==> config.mk <==
export PLATFORM = sky130hd
export DESIGN_NAME = csf_top
export DESIGN_NICKNAME = d
export VERILOG_FILES = /design/src/csf_pkg.sv /design/src/csf_top.sv
export SDC_FILE = /design/constraint.sdc
export NUM_CORES = 1
export LEC_CHECK = 0
export BUFFER_PORTS_ARGS = -buffer_cell sky130_fd_sc_hd__buf_2
export CAP_MARGIN = 20
export CORE_MARGIN = 5
export CORE_UTILIZATION = 53
export CTS_BUF_LIST = sky130_fd_sc_hd__clkbuf_4 sky130_fd_sc_hd__clkbuf_8 sky130_fd_sc_hd__clkbuf_16
export CTS_CLUSTER_SIZE = 12
export DETAILED_ROUTE_END_ITERATION = 8
export GPL_ROUTABILITY_DRIVEN = 0
export PLACE_DENSITY_LB_ADDON = 0.25
export SETUP_SLACK_MARGIN = 0.3
export SKIP_LAST_GASP = 1
export SYNTH_ARGS = -nofsm -noshare
export SYNTH_HDL_FRONTEND = slang
export SYNTH_SLANG_ARGS = --single-unit
export TNS_END_PERCENT = 5
==> constraint.sdc <==
create_clock -name CLOCK -period 2.8 [get_ports CLOCK]
set_input_delay 0.14 -clock CLOCK [delete_from_list [all_inputs] [get_ports CLOCK]]
set_output_delay 0.14 -clock CLOCK [all_outputs]
set_load 0.05 [all_outputs]
==> src/csf_pkg.sv <==
// package for codec status flags and multipurpose pin mux
package csf_pkg;
  localparam logic [7:0] ADDR_SHORT_STATUS = 8'h5F;
  localparam logic [7:0] ADDR_RT_FLAGS = 8'h61;
  localparam logic [7:0] ADDR_PIN1_CTRL = 8'h62;
  localparam logic [7:0] ADDR_INT_STATUS = 8'h70;
  localparam logic [7:0] ADDR_INT_MASK = 8'h71;
  localparam logic [7:0] ADDR_BUTTON_CLEAR = 8'h0E;
  localparam logic [7:0] ADDR_INT_FLAGS_READ = 8'h60;
  localparam logic [7:0] RESET_BYTE = 8'h00;
  localparam logic [3:0] FN_DISABLED = 4'h0;
  localparam logic [3:0] FN_CONV_WCLK = 4'h1;
  localparam logic [3:0] FN_DIV1 = 4'h2;
  localparam logic [3:0] FN_DIV2 = 4'h3;
  localparam logic [3:0] FN_DIV4 = 4'h4;
  localparam logic [3:0] FN_DIV8 = 4'h5;
  localparam logic [3:0] FN_SHORT_INT = 4'h6;
  localparam logic [3:0] FN_NOISE_INT = 4'h7;
  localparam logic [3:0] FN_GP_IN = 4'h8;
  localparam logic [3:0] FN_GP_OUT = 4'h9;
  localparam logic [3:0] FN_BUS_WCLK = 4'hB;
  localparam logic [3:0] FN_BUTTON_INT = 4'hC;
  localparam logic [3:0] FN_HEADSET_INT = 4'hD;
  localparam logic [3:0] FN_HS_OR_BTN = 4'hE;
  localparam logic [3:0] FN_ALL_INT = 4'hF;
  localparam int FN_HI = 7;
  localparam int FN_LO = 4;
  localparam int WCLK_DIR_BIT = 3;
  localparam int DUR_BIT = 2;
  localparam int GPI_BIT = 1;
  localparam int GPO_BIT = 0;
  localparam int BTN_BIT = 3;
  localparam int HS_BIT = 2;
  // interrupt status layout
  localparam int EV_SHORT = 0;
  localparam int EV_HEADSET = 1;
  localparam int EV_BUTTON = 2;
  localparam int EV_NOISE = 3;
  localparam int CLOCK_HZ = 10_000_000;
  localparam int PULSE_US = 2000;
  localparam int PULSE_CYC = CLOCK_HZ / 1_000_000 * PULSE_US;
  localparam int GAP_CYC = PULSE_CYC;
  typedef struct packed {
    logic [3:0] short_det;
    logic left_common_power;
    logic right_common_power;
    logic headset;
    logic button;
    logic [1:0] noise_gate;
  } csf_analog_t;
  typedef struct packed {
    logic [7:0] addr;
    logic [7:0] wdata;
    logic wr;
    logic rd;
  } csf_bus_t;
endpackage : csf_pkg

==> src/csf_top.sv <==
// status flags, interrupt logic and multipurpose pin one selector
//
// Design decision made here: strobed register access.
`timescale 1ns/10ps
// Function
// - short status bits 7..4 show shorts at left/right headphone and left/right common drivers.
// - short status bits 3 and 2 show the left and right common drivers fully powered up.
// - the two lowest short status bits read zero and the host never writes them.
// - real-time flag bits 7..4 show the present short condition of the four drivers.
// - real-time bit 3 is a sticky button press, cleared only by a read of register 14.
// - real-time bit 2 reads one while a headset is detected.
// - real-time bits 1 and 0 read one while left and right signal power is under the noise threshold.
// - pin function field bits 7..4 resets to 0000 (pin off) and 0001 carries the converter word clock.
// - codes 0010 to 0101 drive the pin with the clock mux output divided by 1, 2, 4 and 8.
// - code 0110 gives the short interrupt; the noise interrupt code is taken as 0111 pending confirmation.
// - code 1000 makes the pin a general input and 1001 a general output.
// - code 1011 makes the pin the bus word clock, direction chosen by a control bit.
// - code 1100 gives the active-high button interrupt, following the debounced press.
// - codes 1101, 1110 and 1111 give headset, headset or button, and the OR of all four interrupts.
// - a duration bit picks one 2 ms pulse or repeated pulses until register 96 is read.
module csf_top #(
  parameter int PULSE_CYCLES = csf_pkg::PULSE_CYC
) (
  // clock and reset
  input wire logic CLOCK,
  input wire logic RST,
  // register port
  input wire logic [7:0] ADDR,
  input wire logic [7:0] WDATA,
  input wire logic WR,
  input wire logic RD,
  output logic [7:0] RDATA,
  // detector inputs, asynchronous
  input wire csf_pkg::csf_analog_t ANALOG,
  // clock sources
  input wire logic CLOCK_MUX_IN,
  input wire logic CONV_WCLK_IN,
  input wire logic BUS_WCLK_IN,
  // multipurpose pin one
  input wire logic PIN1_I,
  output logic PIN1_O,
  output logic PIN1_OE,
  // word clock received on the pin
  output logic BUS_WCLK_OUT,
  // interrupt
  output logic IRQ
);
  initial begin
    if (PULSE_CYCLES < 2) $error("PULSE_CYCLES too small");
  end

  // two-flop synchronisers on every asynchronous input
  localparam int NSYNC = $bits(csf_pkg::csf_analog_t) + 4;
  logic [NSYNC-1:0] s1_q, s2_q;
  wire [NSYNC-1:0] raw_in = {ANALOG, CLOCK_MUX_IN, CONV_WCLK_IN, BUS_WCLK_IN, PIN1_I};
  always_ff @(posedge CLOCK or posedge RST) begin
    if (RST) begin
      s1_q <= '0;
      s2_q <= '0;
    end else begin
      s1_q <= raw_in;
      s2_q <= s1_q;
    end
  end
  csf_pkg::csf_analog_t an;
  logic mux_clk, conv_wclk, bus_wclk, pin_in;
  assign {an, mux_clk, conv_wclk, bus_wclk, pin_in} = s2_q;

  // bus decode
  wire hit_short = ADDR == csf_pkg::ADDR_SHORT_STATUS;
  wire hit_rt = ADDR == csf_pkg::ADDR_RT_FLAGS;
  wire hit_pin = ADDR == csf_pkg::ADDR_PIN1_CTRL;
  wire hit_ist = ADDR == csf_pkg::ADDR_INT_STATUS;
  wire hit_imask = ADDR == csf_pkg::ADDR_INT_MASK;
  wire wr_pin = WR && hit_pin;
  wire wr_ist = WR && hit_ist;
  wire wr_imask = WR && hit_imask;
  wire rd_btn_clr = RD && ADDR == csf_pkg::ADDR_BUTTON_CLEAR;
  wire rd_int_flags = RD && ADDR == csf_pkg::ADDR_INT_FLAGS_READ;

  // control register
  logic [7:0] ctrl_q;
  logic [3:0] imask_q;
  logic [3:0] ist_q;
  logic btn_sticky_q;
  wire [3:0] fn = ctrl_q[csf_pkg::FN_HI:csf_pkg::FN_LO];
  always_ff @(posedge CLOCK or posedge RST) begin
    if (RST) begin
      ctrl_q <= csf_pkg::RESET_BYTE;
      imask_q <= '0;
    end else begin
      if (wr_pin) ctrl_q <= {WDATA[7:2], 1'b0, WDATA[csf_pkg::GPO_BIT]};
      if (wr_imask) imask_q <= WDATA[3:0];
    end
  end

  // sticky button flag: set wins over the clearing read
  wire btn_clear = rd_btn_clr && !an.button;
  always_ff @(posedge CLOCK or posedge RST) begin
    if (RST) btn_sticky_q <= 1'b0;
    else if (an.button) btn_sticky_q <= 1'b1;
    else if (btn_clear) btn_sticky_q <= 1'b0;
  end

  // event edges for the interrupt status register
  logic [3:0] lvl_q;
  wire short_any = |an.short_det;
  wire noise_any = |an.noise_gate;
  wire [3:0] lvl = {noise_any, an.button, an.headset, short_any};
  wire [3:0] rise = lvl & ~lvl_q;
  wire [3:0] ist_d = rise | (ist_q & ~(wr_ist ? WDATA[3:0] : 4'h0));
  always_ff @(posedge CLOCK or posedge RST) begin
    if (RST) begin
      lvl_q <= '0;
      ist_q <= '0;
    end else begin
      lvl_q <= lvl;
      ist_q <= ist_d;
    end
  end

  // read mux; read-only registers have no write path
  wire [7:0] short_reg = {an.short_det, an.left_common_power, an.right_common_power, 2'b00};
  wire [7:0] rt_reg = {an.short_det, btn_sticky_q, an.headset, an.noise_gate};
  wire [7:0] pin_reg = {ctrl_q[7:2], pin_in, ctrl_q[csf_pkg::GPO_BIT]};
  wire [7:0] rd_mux = hit_short ? short_reg :
                      hit_rt ? rt_reg :
                      hit_pin ? pin_reg :
                      hit_ist ? {4'h0, ist_q} :
                      hit_imask ? {4'h0, imask_q} : 8'h00;
  always_ff @(posedge CLOCK or posedge RST) begin
    if (RST) RDATA <= 8'h00;
    else RDATA <= RD ? rd_mux : 8'h00;
  end

  // clock dividers on the clock mux output
  logic [2:0] div_q;
  logic mux_clk_q;
  wire mux_rise = mux_clk && !mux_clk_q;
  always_ff @(posedge CLOCK or posedge RST) begin
    if (RST) begin
      div_q <= '0;
      mux_clk_q <= 1'b0;
    end else begin
      mux_clk_q <= mux_clk;
      if (mux_rise) div_q <= div_q + 3'h1;
    end
  end

  // interrupt source selection
  wire int_short = short_any;
  wire int_noise = noise_any;
  wire int_btn = an.button; // follows debounced press, active high
  wire int_hs = an.headset;
  logic int_src;
  always_comb begin
    unique case (fn)
      csf_pkg::FN_SHORT_INT: int_src = int_short;
      csf_pkg::FN_NOISE_INT: int_src = int_noise;
      csf_pkg::FN_BUTTON_INT: int_src = int_btn;
      csf_pkg::FN_HEADSET_INT: int_src = int_hs;
      csf_pkg::FN_HS_OR_BTN: int_src = int_hs | int_btn;
      csf_pkg::FN_ALL_INT: int_src = int_hs | int_btn | int_short | int_noise;
      default: int_src = 1'b0;
    endcase
  end
  // the button code passes the level straight through; the other codes are shaped
  wire shaped_sel = fn == csf_pkg::FN_SHORT_INT || fn == csf_pkg::FN_NOISE_INT ||
                    fn == csf_pkg::FN_HEADSET_INT || fn == csf_pkg::FN_HS_OR_BTN ||
                    fn == csf_pkg::FN_ALL_INT;

  // pulse shaper: one pulse, or repeating pulses until the flags register read
  logic src_q, pend_q, pulse_q;
  logic [31:0] pcnt_q;
  wire src_rise = int_src && !src_q;
  wire cont = ctrl_q[csf_pkg::DUR_BIT];
  wire pcnt_done = pcnt_q == 32'(PULSE_CYCLES - 1);
  always_ff @(posedge CLOCK or posedge RST) begin
    if (RST) begin
      src_q <= 1'b0;
      pend_q <= 1'b0;
      pulse_q <= 1'b0;
      pcnt_q <= '0;
    end else begin
      src_q <= int_src;
      if (src_rise && cont) pend_q <= 1'b1;
      else if (rd_int_flags) pend_q <= 1'b0;
      if (src_rise && !pulse_q) begin
        pulse_q <= 1'b1;
        pcnt_q <= '0;
      end else if (pcnt_done) begin
        pcnt_q <= '0;
        pulse_q <= pend_q && !rd_int_flags ? ~pulse_q : 1'b0;
      end else if (pulse_q || pend_q) begin
        pcnt_q <= pcnt_q + 32'h1;
      end
    end
  end

  // pin drive selection
  logic pin_o_d, pin_oe_d;
  always_comb begin
    pin_o_d = 1'b0;
    pin_oe_d = 1'b1;
    unique case (fn)
      csf_pkg::FN_DISABLED: pin_oe_d = 1'b0;
      csf_pkg::FN_CONV_WCLK: pin_o_d = conv_wclk;
      csf_pkg::FN_DIV1: pin_o_d = mux_clk;
      csf_pkg::FN_DIV2: pin_o_d = div_q[0];
      csf_pkg::FN_DIV4: pin_o_d = div_q[1];
      csf_pkg::FN_DIV8: pin_o_d = div_q[2];
      csf_pkg::FN_GP_IN: pin_oe_d = 1'b0;
      csf_pkg::FN_GP_OUT: pin_o_d = ctrl_q[csf_pkg::GPO_BIT];
      csf_pkg::FN_BUS_WCLK: begin
        pin_oe_d = ctrl_q[csf_pkg::WCLK_DIR_BIT];
        pin_o_d = bus_wclk;
      end
      csf_pkg::FN_BUTTON_INT: pin_o_d = int_btn;
      default: pin_o_d = shaped_sel ? pulse_q : 1'b0;
    endcase
  end

  wire irq_d = |(ist_q & imask_q);
  always_ff @(posedge CLOCK or posedge RST) begin
    if (RST) begin
      PIN1_O <= 1'b0;
      PIN1_OE <= 1'b0;
      BUS_WCLK_OUT <= 1'b0;
      IRQ <= 1'b0;
    end else begin
      PIN1_O <= pin_o_d;
      PIN1_OE <= pin_oe_d;
      BUS_WCLK_OUT <= fn == csf_pkg::FN_BUS_WCLK && !ctrl_q[csf_pkg::WCLK_DIR_BIT] && pin_in;
      IRQ <= irq_d;
    end
  end

  // checks
  btn_sticky_hold_a: assert property (@(posedge CLOCK) disable iff (RST)
    $rose(an.button) |=> btn_sticky_q)
    else $error("button flag not set");
  btn_clear_read_a: assert property (@(posedge CLOCK) disable iff (RST)
    btn_sticky_q && !rd_btn_clr && !an.button |=> btn_sticky_q)
    else $error("button flag lost without read");
  reserved_zero_a: assert property (@(posedge CLOCK) disable iff (RST)
    RD && hit_short |=> RDATA[1:0] == 2'b00)
    else $error("reserved bits not zero");
  short_read_a: assert property (@(posedge CLOCK) disable iff (RST)
    RD && hit_short |=> RDATA[7:4] == $past(an.short_det))
    else $error("short status mismatch");
  rt_read_a: assert property (@(posedge CLOCK) disable iff (RST)
    RD && hit_rt |=> RDATA[1:0] == $past(an.noise_gate) && RDATA[2] == $past(an.headset))
    else $error("realtime flags mismatch");
  pin_off_a: assert property (@(posedge CLOCK) disable iff (RST)
    fn == csf_pkg::FN_DISABLED |=> !PIN1_OE)
    else $error("disabled pin driven");
  gp_out_a: assert property (@(posedge CLOCK) disable iff (RST)
    fn == csf_pkg::FN_GP_OUT |=> PIN1_OE && PIN1_O == $past(ctrl_q[csf_pkg::GPO_BIT]))
    else $error("gpo not driven");
  ro_write_a: assert property (@(posedge CLOCK) disable iff (RST)
    WR && hit_rt |=> $stable(btn_sticky_q) || $past(an.button))
    else $error("write touched flags");
  irq_mask_a: assert property (@(posedge CLOCK) disable iff (RST)
    |(ist_q & imask_q) |=> IRQ)
    else $error("irq not raised");
  irq_low_a: assert property (@(posedge CLOCK) disable iff (RST)
    (ist_q & imask_q) == 4'h0 |=> !IRQ)
    else $error("irq raised with nothing pending");
  ist_set_a: assert property (@(posedge CLOCK) disable iff (RST)
    rise != 4'h0 |=> (ist_q & $past(rise)) == $past(rise))
    else $error("event not latched");
  ist_clear_a: assert property (@(posedge CLOCK) disable iff (RST)
    wr_ist && rise == 4'h0 |=> (ist_q & $past(WDATA[3:0])) == 4'h0)
    else $error("status bit not cleared");
  rdata_idle_a: assert property (@(posedge CLOCK) disable iff (RST)
    !RD |=> RDATA == 8'h00)
    else $error("read data without read");

  // register contents seen by the host
  short_power_a: assert property (@(posedge CLOCK) disable iff (RST)
    RD && hit_short |=> RDATA[3:2] == {$past(an.left_common_power), $past(an.right_common_power)})
    else $error("power status mismatch");
  rt_short_a: assert property (@(posedge CLOCK) disable iff (RST)
    RD && hit_rt |=> RDATA[7:4] == $past(an.short_det))
    else $error("realtime short mismatch");
  rt_button_a: assert property (@(posedge CLOCK) disable iff (RST)
    RD && hit_rt |=> RDATA[3] == $past(btn_sticky_q))
    else $error("realtime button mismatch");
  btn_read_clear_a: assert property (@(posedge CLOCK) disable iff (RST)
    btn_sticky_q && rd_btn_clr && !an.button |=> !btn_sticky_q)
    else $error("button flag not cleared by read");
  btn_no_set_a: assert property (@(posedge CLOCK) disable iff (RST)
    !btn_sticky_q && !an.button |=> !btn_sticky_q)
    else $error("button flag set without press");
  pin_rd_a: assert property (@(posedge CLOCK) disable iff (RST)
    RD && hit_pin |=> RDATA[1] == $past(pin_in))
    else $error("pin input value mismatch");
  ctrl_write_a: assert property (@(posedge CLOCK) disable iff (RST)
    wr_pin |=> fn == $past(WDATA[7:4]))
    else $error("pin function not written");

  // pin selector
  conv_wclk_a: assert property (@(posedge CLOCK) disable iff (RST)
    fn == csf_pkg::FN_CONV_WCLK |=> PIN1_OE && PIN1_O == $past(conv_wclk))
    else $error("converter word clock not on pin");
  div1_a: assert property (@(posedge CLOCK) disable iff (RST)
    fn == csf_pkg::FN_DIV1 |=> PIN1_OE && PIN1_O == $past(mux_clk))
    else $error("divide by one mismatch");
  div2_a: assert property (@(posedge CLOCK) disable iff (RST)
    fn == csf_pkg::FN_DIV2 |=> PIN1_OE && PIN1_O == $past(div_q[0]))
    else $error("divide by two mismatch");
  div4_a: assert property (@(posedge CLOCK) disable iff (RST)
    fn == csf_pkg::FN_DIV4 |=> PIN1_OE && PIN1_O == $past(div_q[1]))
    else $error("divide by four mismatch");
  div8_a: assert property (@(posedge CLOCK) disable iff (RST)
    fn == csf_pkg::FN_DIV8 |=> PIN1_OE && PIN1_O == $past(div_q[2]))
    else $error("divide by eight mismatch");
  div_step_a: assert property (@(posedge CLOCK) disable iff (RST)
    mux_rise |=> div_q == $past(div_q) + 3'h1)
    else $error("divider did not advance");
  short_int_a: assert property (@(posedge CLOCK) disable iff (RST)
    fn == csf_pkg::FN_SHORT_INT |=> PIN1_OE && PIN1_O == $past(pulse_q))
    else $error("short interrupt not on pin");
  gp_in_a: assert property (@(posedge CLOCK) disable iff (RST)
    fn == csf_pkg::FN_GP_IN |=> !PIN1_OE)
    else $error("input pin driven");
  bus_wclk_dir_a: assert property (@(posedge CLOCK) disable iff (RST)
    fn == csf_pkg::FN_BUS_WCLK |=> PIN1_OE == $past(ctrl_q[csf_pkg::WCLK_DIR_BIT]))
    else $error("word clock direction mismatch");
  bus_wclk_in_a: assert property (@(posedge CLOCK) disable iff (RST)
    fn == csf_pkg::FN_BUS_WCLK && !ctrl_q[csf_pkg::WCLK_DIR_BIT] |=> BUS_WCLK_OUT == $past(pin_in))
    else $error("received word clock mismatch");
  btn_int_a: assert property (@(posedge CLOCK) disable iff (RST)
    fn == csf_pkg::FN_BUTTON_INT |=> PIN1_OE && PIN1_O == $past(an.button))
    else $error("button interrupt not on pin");
  hs_or_btn_src_a: assert property (@(posedge CLOCK) disable iff (RST)
    fn == csf_pkg::FN_HS_OR_BTN |-> int_src == (an.headset | an.button))
    else $error("headset or button source mismatch");
  all_src_a: assert property (@(posedge CLOCK) disable iff (RST)
    fn == csf_pkg::FN_ALL_INT |-> int_src == (an.headset | an.button | short_any | noise_any))
    else $error("combined source mismatch");

  // pulse shaper: a read of the flags register only stops the repeat, never cuts a pulse short
  pulse_start_a: assert property (@(posedge CLOCK) disable iff (RST)
    src_rise && !pulse_q |=> pulse_q)
    else $error("pulse not started");
  pulse_end_a: assert property (@(posedge CLOCK) disable iff (RST)
    pulse_q && pcnt_done && !pend_q |=> !pulse_q)
    else $error("single pulse did not end");
  pulse_repeat_a: assert property (@(posedge CLOCK) disable iff (RST)
    src_rise && cont |=> pend_q)
    else $error("repeat not armed");
  pend_stop_a: assert property (@(posedge CLOCK) disable iff (RST)
    rd_int_flags && !(src_rise && cont) |=> !pend_q)
    else $error("repeat not stopped by read");
endmodule : csf_top

Yosys cells after proc, flatten, opt, wreduce, memory -nomap -nowiden

Index checks and enable logic that the tools add are counted.

Logic and storage cells: 106
Output and inout port bits: 12
Bits in registers: 99
Input bits: 34

$add $sub $neg: 2
Equality and inequality tests: 22
Muxes and demuxes: 21
Bitwise gates (word level): 10
Reduce and logical (&&, ||, !) cells: 33

Operators by type and width:

| operator              | count |
|---|---|
| $mux 32               | 3 |
| $eq 8x7->1 const B    | 6 |
| $add 32x1->32 const B | 1 |
| $eq 32x15->1 const B  | 1 |
| $mux 8                | 4 |
| $eq 4x4->1 const B    | 7 |
| $eq 4x3->1 const B    | 4 |
| $logic_and 1x1->1     | 13 |
| $and 4x4->4           | 3 |
| $mux 4                | 3 |
| $pmux 1 s9            | 1 |
| $eq 4x2->1 const B    | 2 |
| $eq 8x4->1 const B    | 1 |
| $mux 1                | 8 |
| $not 4->4             | 2 |
| $reduce_or 4->1       | 2 |
| $logic_not 1->1       | 6 |
| $pmux 1 s6            | 1 |
| $reduce_bool 2->1     | 3 |
| $logic_or 1x1->1      | 5 |
| $eq 4x1->1 const B    | 1 |
| $logic_not 4->1       | 1 |
| $or 4x4->4            | 1 |
| $reduce_or 2->1       | 2 |
| other kinds (5)       | 7 |

Depth between registers and ports, before layout

Depth in word-level cells: 7
Gate-level depth with buffers: 7
Mapped depth without buffers: 6

Worst setup path before layout

Ideal clock, no wire load.

Kind: flip-flop to flip-flop
From: register ctrl_q[5]
To: register pcnt_q[10]
Setup time: 0.122 ns
Cell stages (with the launch flop): 7
Path buffers: 2
Data required time: 2.678 ns
Setup slack: 0.989 ns
Clock period less this slack: 1.811 ns
Arrival: 1.689 ns
Cell sequence: dfrtp_1 -> clkbuf_1 -> o31ai_1 -> o311ai_2 -> a211oi_2 -> buf_2 -> nor2_1

Longest elaborated chain between the ends: 5
Elaborated cells on any way between the ends: 11
Those cells by class: 6 x eq/ne; 2 x mux; 3 x reduce/logical

RTL lines:

| what                                                          | RTL line       | source |
|---|---|---|
| start, declared                                               | csf_top.sv:82  | `logic [7:0] ctrl_q;` |
| start signal, assigned                                        | csf_top.sv:89  | `ctrl_q <= csf_pkg::RESET_BYTE;` |
| start signal, assigned                                        | csf_top.sv:92  | `if (wr_pin) ctrl_q <= {WDATA[7:2], 1'b0, WDATA[csf_pkg::GPO_BIT]};` |
| $eq 4x4->1 / $eq 4x3->1 (equally long branches)               | csf_top.sv:157 | `unique case (fn)` |
| $pmux 1 s6 *                                                  | csf_top.sv:157 |  |
| $logic_and 1x1->1 *                                           | csf_top.sv:175 | `wire src_rise = int_src && !src_q;` |
| $logic_and 1x1->1 *                                           | csf_top.sv:188 | `if (src_rise && !pulse_q) begin` |
| $reduce_bool 3->1 (no line) / $mux 32 (equally long branches) | n/a            |  |
| end signal, assigned                                          | csf_top.sv:195 | `pcnt_q <= pcnt_q + 32'h1;` |
| end, declared                                                 | csf_top.sv:174 | `logic [31:0] pcnt_q;` |

Every way passes the cells marked *; elsewhere a longest branch is shown, timed or not.
A chain may end at the register's enable or synchronous reset.

Worst setup path in the final report

From: register ctrl_q[5]
To: register pcnt_q[28]

The elaborated chain is that of the path after synthesis.

==> metrics.md <==
| Metric | Value |
|---|---|
| Outcome | complete, no violations |
| DRT iter0 DRCs | 180 |
| Max-cap viol count | 0 |
| Syn Inst Count | 383 |
| Nets | around 480 |
| Final wirelength | between 8000 and 9000 um |
| Worst skew pair latency | ~0.37 ns |
| Vias | 3,051 |
| Fmax | 469.3 MHz |
| Synth Flop Type | dfrtp_1 |
| Post-synthesis cell area | 4369 um^2 |
| Ant. Diodes | 0 |
| Critical Path Max Stage Delay | around 0.56 ns |
| Synth warn | 0 |
| Dpl hpwl | roughly 6000 um |
| Vias in the first global route | roughly 3,000 |
| Initial antenna violation count | 0 |
| Worst Path Required | just over 3 ns |
| Pwr Density | 538.2 nW/um^2 |
| Startpoint Class | flip-flop |
| Synthesized flop and latch total | between 90 and 100 |
| Antenna Nets Post-Route | 0 |
| Root Driver | clkbuf_8 |
| Sequential cell area fraction in the yosys report | 0.5670 |
| CP Max Fanout | 23 |
| Maximum number of pins on one net before global-route repair | 86 |
| Crit path time final | roughly 2.1 ns |
| Avg WL per Cell | about 16 um |
| RSZ-0062 raised after global routing | no |
| Area Overhead vs Synth | 16.07% |
| Actual slew at the worst max-slew pin | 0.5599 ns |
| Clock Path Buffers | 2 |
| Worst hold-check path type | input pin to flip-flop |
| Chip height | between 100 and 150 um |
| First-pass GRT wire length | approximately 15,000 um |
| Core area | 8134 um^2 |
| Clock-pin slew on the worst setup and hold paths | 0.10 ns |
| Final period util | 0.7611 |
| Share of layout cells above drive strength 1 | 0.2321 |
| Die Wd | a little over 100 um |
| DIE AREA | 10,160 um^2 |
| Slew Viols, Final | 0 |
| H-tree levels | 3 |
| CTS tree | done |
| Syn nets | 419 |
| Final Hold Vio Count | 0 |
| Critical Setup Path Class | flip-flop to flip-flop |
| Yosys cell types | between 50 and 60 |
| Port Buf Inserts | 45 |
| CTS Buf Count | 9 |
| First-pass DRT Iterations | 5 |
| Drc violations | 0 |
| Leakage | roughly 2.2 nW |
| Setup Skew | a little under 0.009 ns |
| Avg Inst Size Synth | ~11 um^2 |
| Initial Util | 0.5371 |
| Post-synth EDFFs | 0 |
| Max VDD drop | around 360 uV |
| Slew Limit Headroom | 0.6236 |
| Final setup viols | 0 |
| Worst-path cell chain | o31ai_1, o311ai_2, a211oi_4, buf_12, nor2_1 |
| Via density | 5.517 |
| GRT Overall Usage | 0.1841 |
| IO Count | 46 |
| Filler Cell Count | 659 |
| CTS resizes | 0 |
| Async SR Flop Fraction | 1.000 |
| Grt total ovfl | 0 |
| Setup TNS | 0 ns |
| CP max stage cell | dfrtp_1 |
| Setup crit end kind | flip-flop |
| Clk sink count | roughly 100 |
| Arr. time, crit path | ~2.4 ns |
| Fin util | 0.6234 |
| Rows | 33 |
path summary, 6_finish.rpt:
path / start / endpoint / slack, ns / cells after the start
max: ctrl_q[5] / pcnt_q[28] / 0.67 / 5
max in group asynchronous: RST / s1_q[10] / 1.81 / 4
min reg2reg: s1_q[1] / s2_q[1] / 0.36 / 0
min: WDATA[7] / ctrl_q[7] / 0.01 / 2
max reg2reg: ctrl_q[5] / pcnt_q[28] / 0.67 / 5
min in group asynchronous: RST / pcnt_q[22] / 0.28 / 3
critical path, delay by kind of cell, from the launching register on:
| family | cells | cell delay (ns) |
|---|---|---|
| compound gates | 3 | 1.16 |
| flops | 1 | 0.56 |
| buf+inv | 1 | 0.24 |
| simple gates | 1 | 0.07 |
state kept, by name (all words and copies together), names as in the netlist, 3 cells and up:
| register | flops |
|---|---|
| s1_q | 14 |
| div_q | 3 |
| pcnt_q | 32 |
| lvl_q | 4 |
| ctrl_q | 7 |
| imask_q | 4 |
| s2_q | 14 |
| ist_q | 4 |
| RDATA | 8 |
layout make-up:
cell class	instances	area [um^2]	area share
flip-flops and latches	99	2477	0.4885
multi-input cells	256	1765	0.3481
repair buffers	65	445.4	0.08784
well taps	105	131.4	0.02591
clock buffers	9	123.9	0.02443
clock inverters	7	78.83	0.01554
inverters	12	48.80	0.009623
routing by layer:
| metal | routed length [um] | global-route usage | up-vias | share of wire |
|---|---|---|---|---|
| met2 | 4078 | 0.2724 | 57 | 0.47 |
| met3 | 396 | 0.04567 | 8 | 0.046 |
| li1 | - | - | 1459 | - |
| met4 | 82 | 0.05285 | 0 | 0.0095 |
| met1 | 4114 | 0.2707 | 1527 | 0.47 |
| met5 | 0 | 0 | - | 0 |
power by group:
part	leakage, nW	internal [mW]	switching (mW)
clock network	0.102	0.355	0.551
logic	0.876	0.119	0.130
registers	1.26	1.51	0.0676
total	2.24	1.98	0.749
layout by cell type (no fill, tap or decap), types with 2 or more instances in the layout:
| master | instances |
|---|---|
| nand2_1 | 31 |
| o2111ai_1 | 2 |
| o2bb2ai_1 | 4 |
| or2_2 | 3 |
| o41ai_1 | 2 |
| nor4_2 | 7 |
| nor2_2 | 4 |
| a21oi_1 | 12 |
| and4_1 | 3 |
| xnor2_1 | 29 |
| nor3_1 | 12 |
| mux2_2 | 18 |
| buf_2 | 45 |
| nor4b_1 | 2 |
| inv_6 | 3 |
| dlygate4sd3_1 | 18 |
| nand2b_1 | 5 |
| ha_1 | 2 |
| a221oi_1 | 2 |
| nand3_1 | 11 |
| clkinv_8 | 2 |
| and3b_1 | 3 |
| clkbuf_8 | 9 |
| nand4_1 | 5 |
| buf_12 | 2 |
| o21ai_0 | 6 |
| inv_1 | 11 |
| and3_1 | 2 |
| nor2b_1 | 5 |
| dfrtp_1 | 99 |
| a22oi_1 | 8 |
| nor3b_1 | 3 |
| xor2_1 | 4 |
| nor2_1 | 39 |
| nor4_1 | 10 |
repair_timing:
item / 4_1_cts / 5_1_grt
endpoints found under the hold margin: 31 / 0
setup buffers: 0 / 0
hold buffers: 18 / 0
metrics by stage:
stage	cell area [um^2]	total power [mW]	std cells	hold slack (ns)	setup WS [ns]
after detailed placement	4688	1.836	519	0.1402	0.6897
after global placement	4688	1.818	519	0.1382	0.7591
after CTS	5071	2.761	553	0.002816	0.6725
final	5071	2.729	553	0.01498	0.6690
after global routing	5071	2.859	553	0.001551	0.5027
after floorplan	4373	1.748	383	0.1714	0.9889
cell usage after synthesis, drive strengths merged (2+ instances only):
cell type,n,area share
a21oi,12,0.014
a221oi,2,0.0040
a22oi,8,0.014
and3,2,0.0029
and3b,3,0.0060
and4,4,0.0083
buf,9,0.014
clkbuf,7,0.0060
dfrtp,99,0.57
ha,2,0.0057
inv,12,0.010
mux2,18,0.046
nand2,31,0.027
nand2b,5,0.0072
nand3,12,0.017
nand4,6,0.012
nor2,43,0.039
nor2b,5,0.0072
nor3,12,0.014
nor3b,3,0.0052
nor4,18,0.039
nor4b,2,0.0040
o2111ai,2,0.0040
o21ai,6,0.0069
o2bb2ai,4,0.0080
o41ai,2,0.0040
or2,4,0.0057
or3,2,0.0040
xnor2,29,0.058
xor2,4,0.0080
logic make-up (layout without fill, tap and decap cells):
logic type,count (synthesis),in the layout,synth area share
and+or+nand+nor,156,156,0.2053
muxes,19,19,0.04868
buffers and inverters,28,93,0.03064
AOI/OAI and AO/OA,46,46,0.07647
xor gates and xnor gates,33,33,0.06615
adders and majority gates,2,2,0.005726
DFF,99,99,0.5670
No activity file was read; power rests on OpenSTA's default activity.
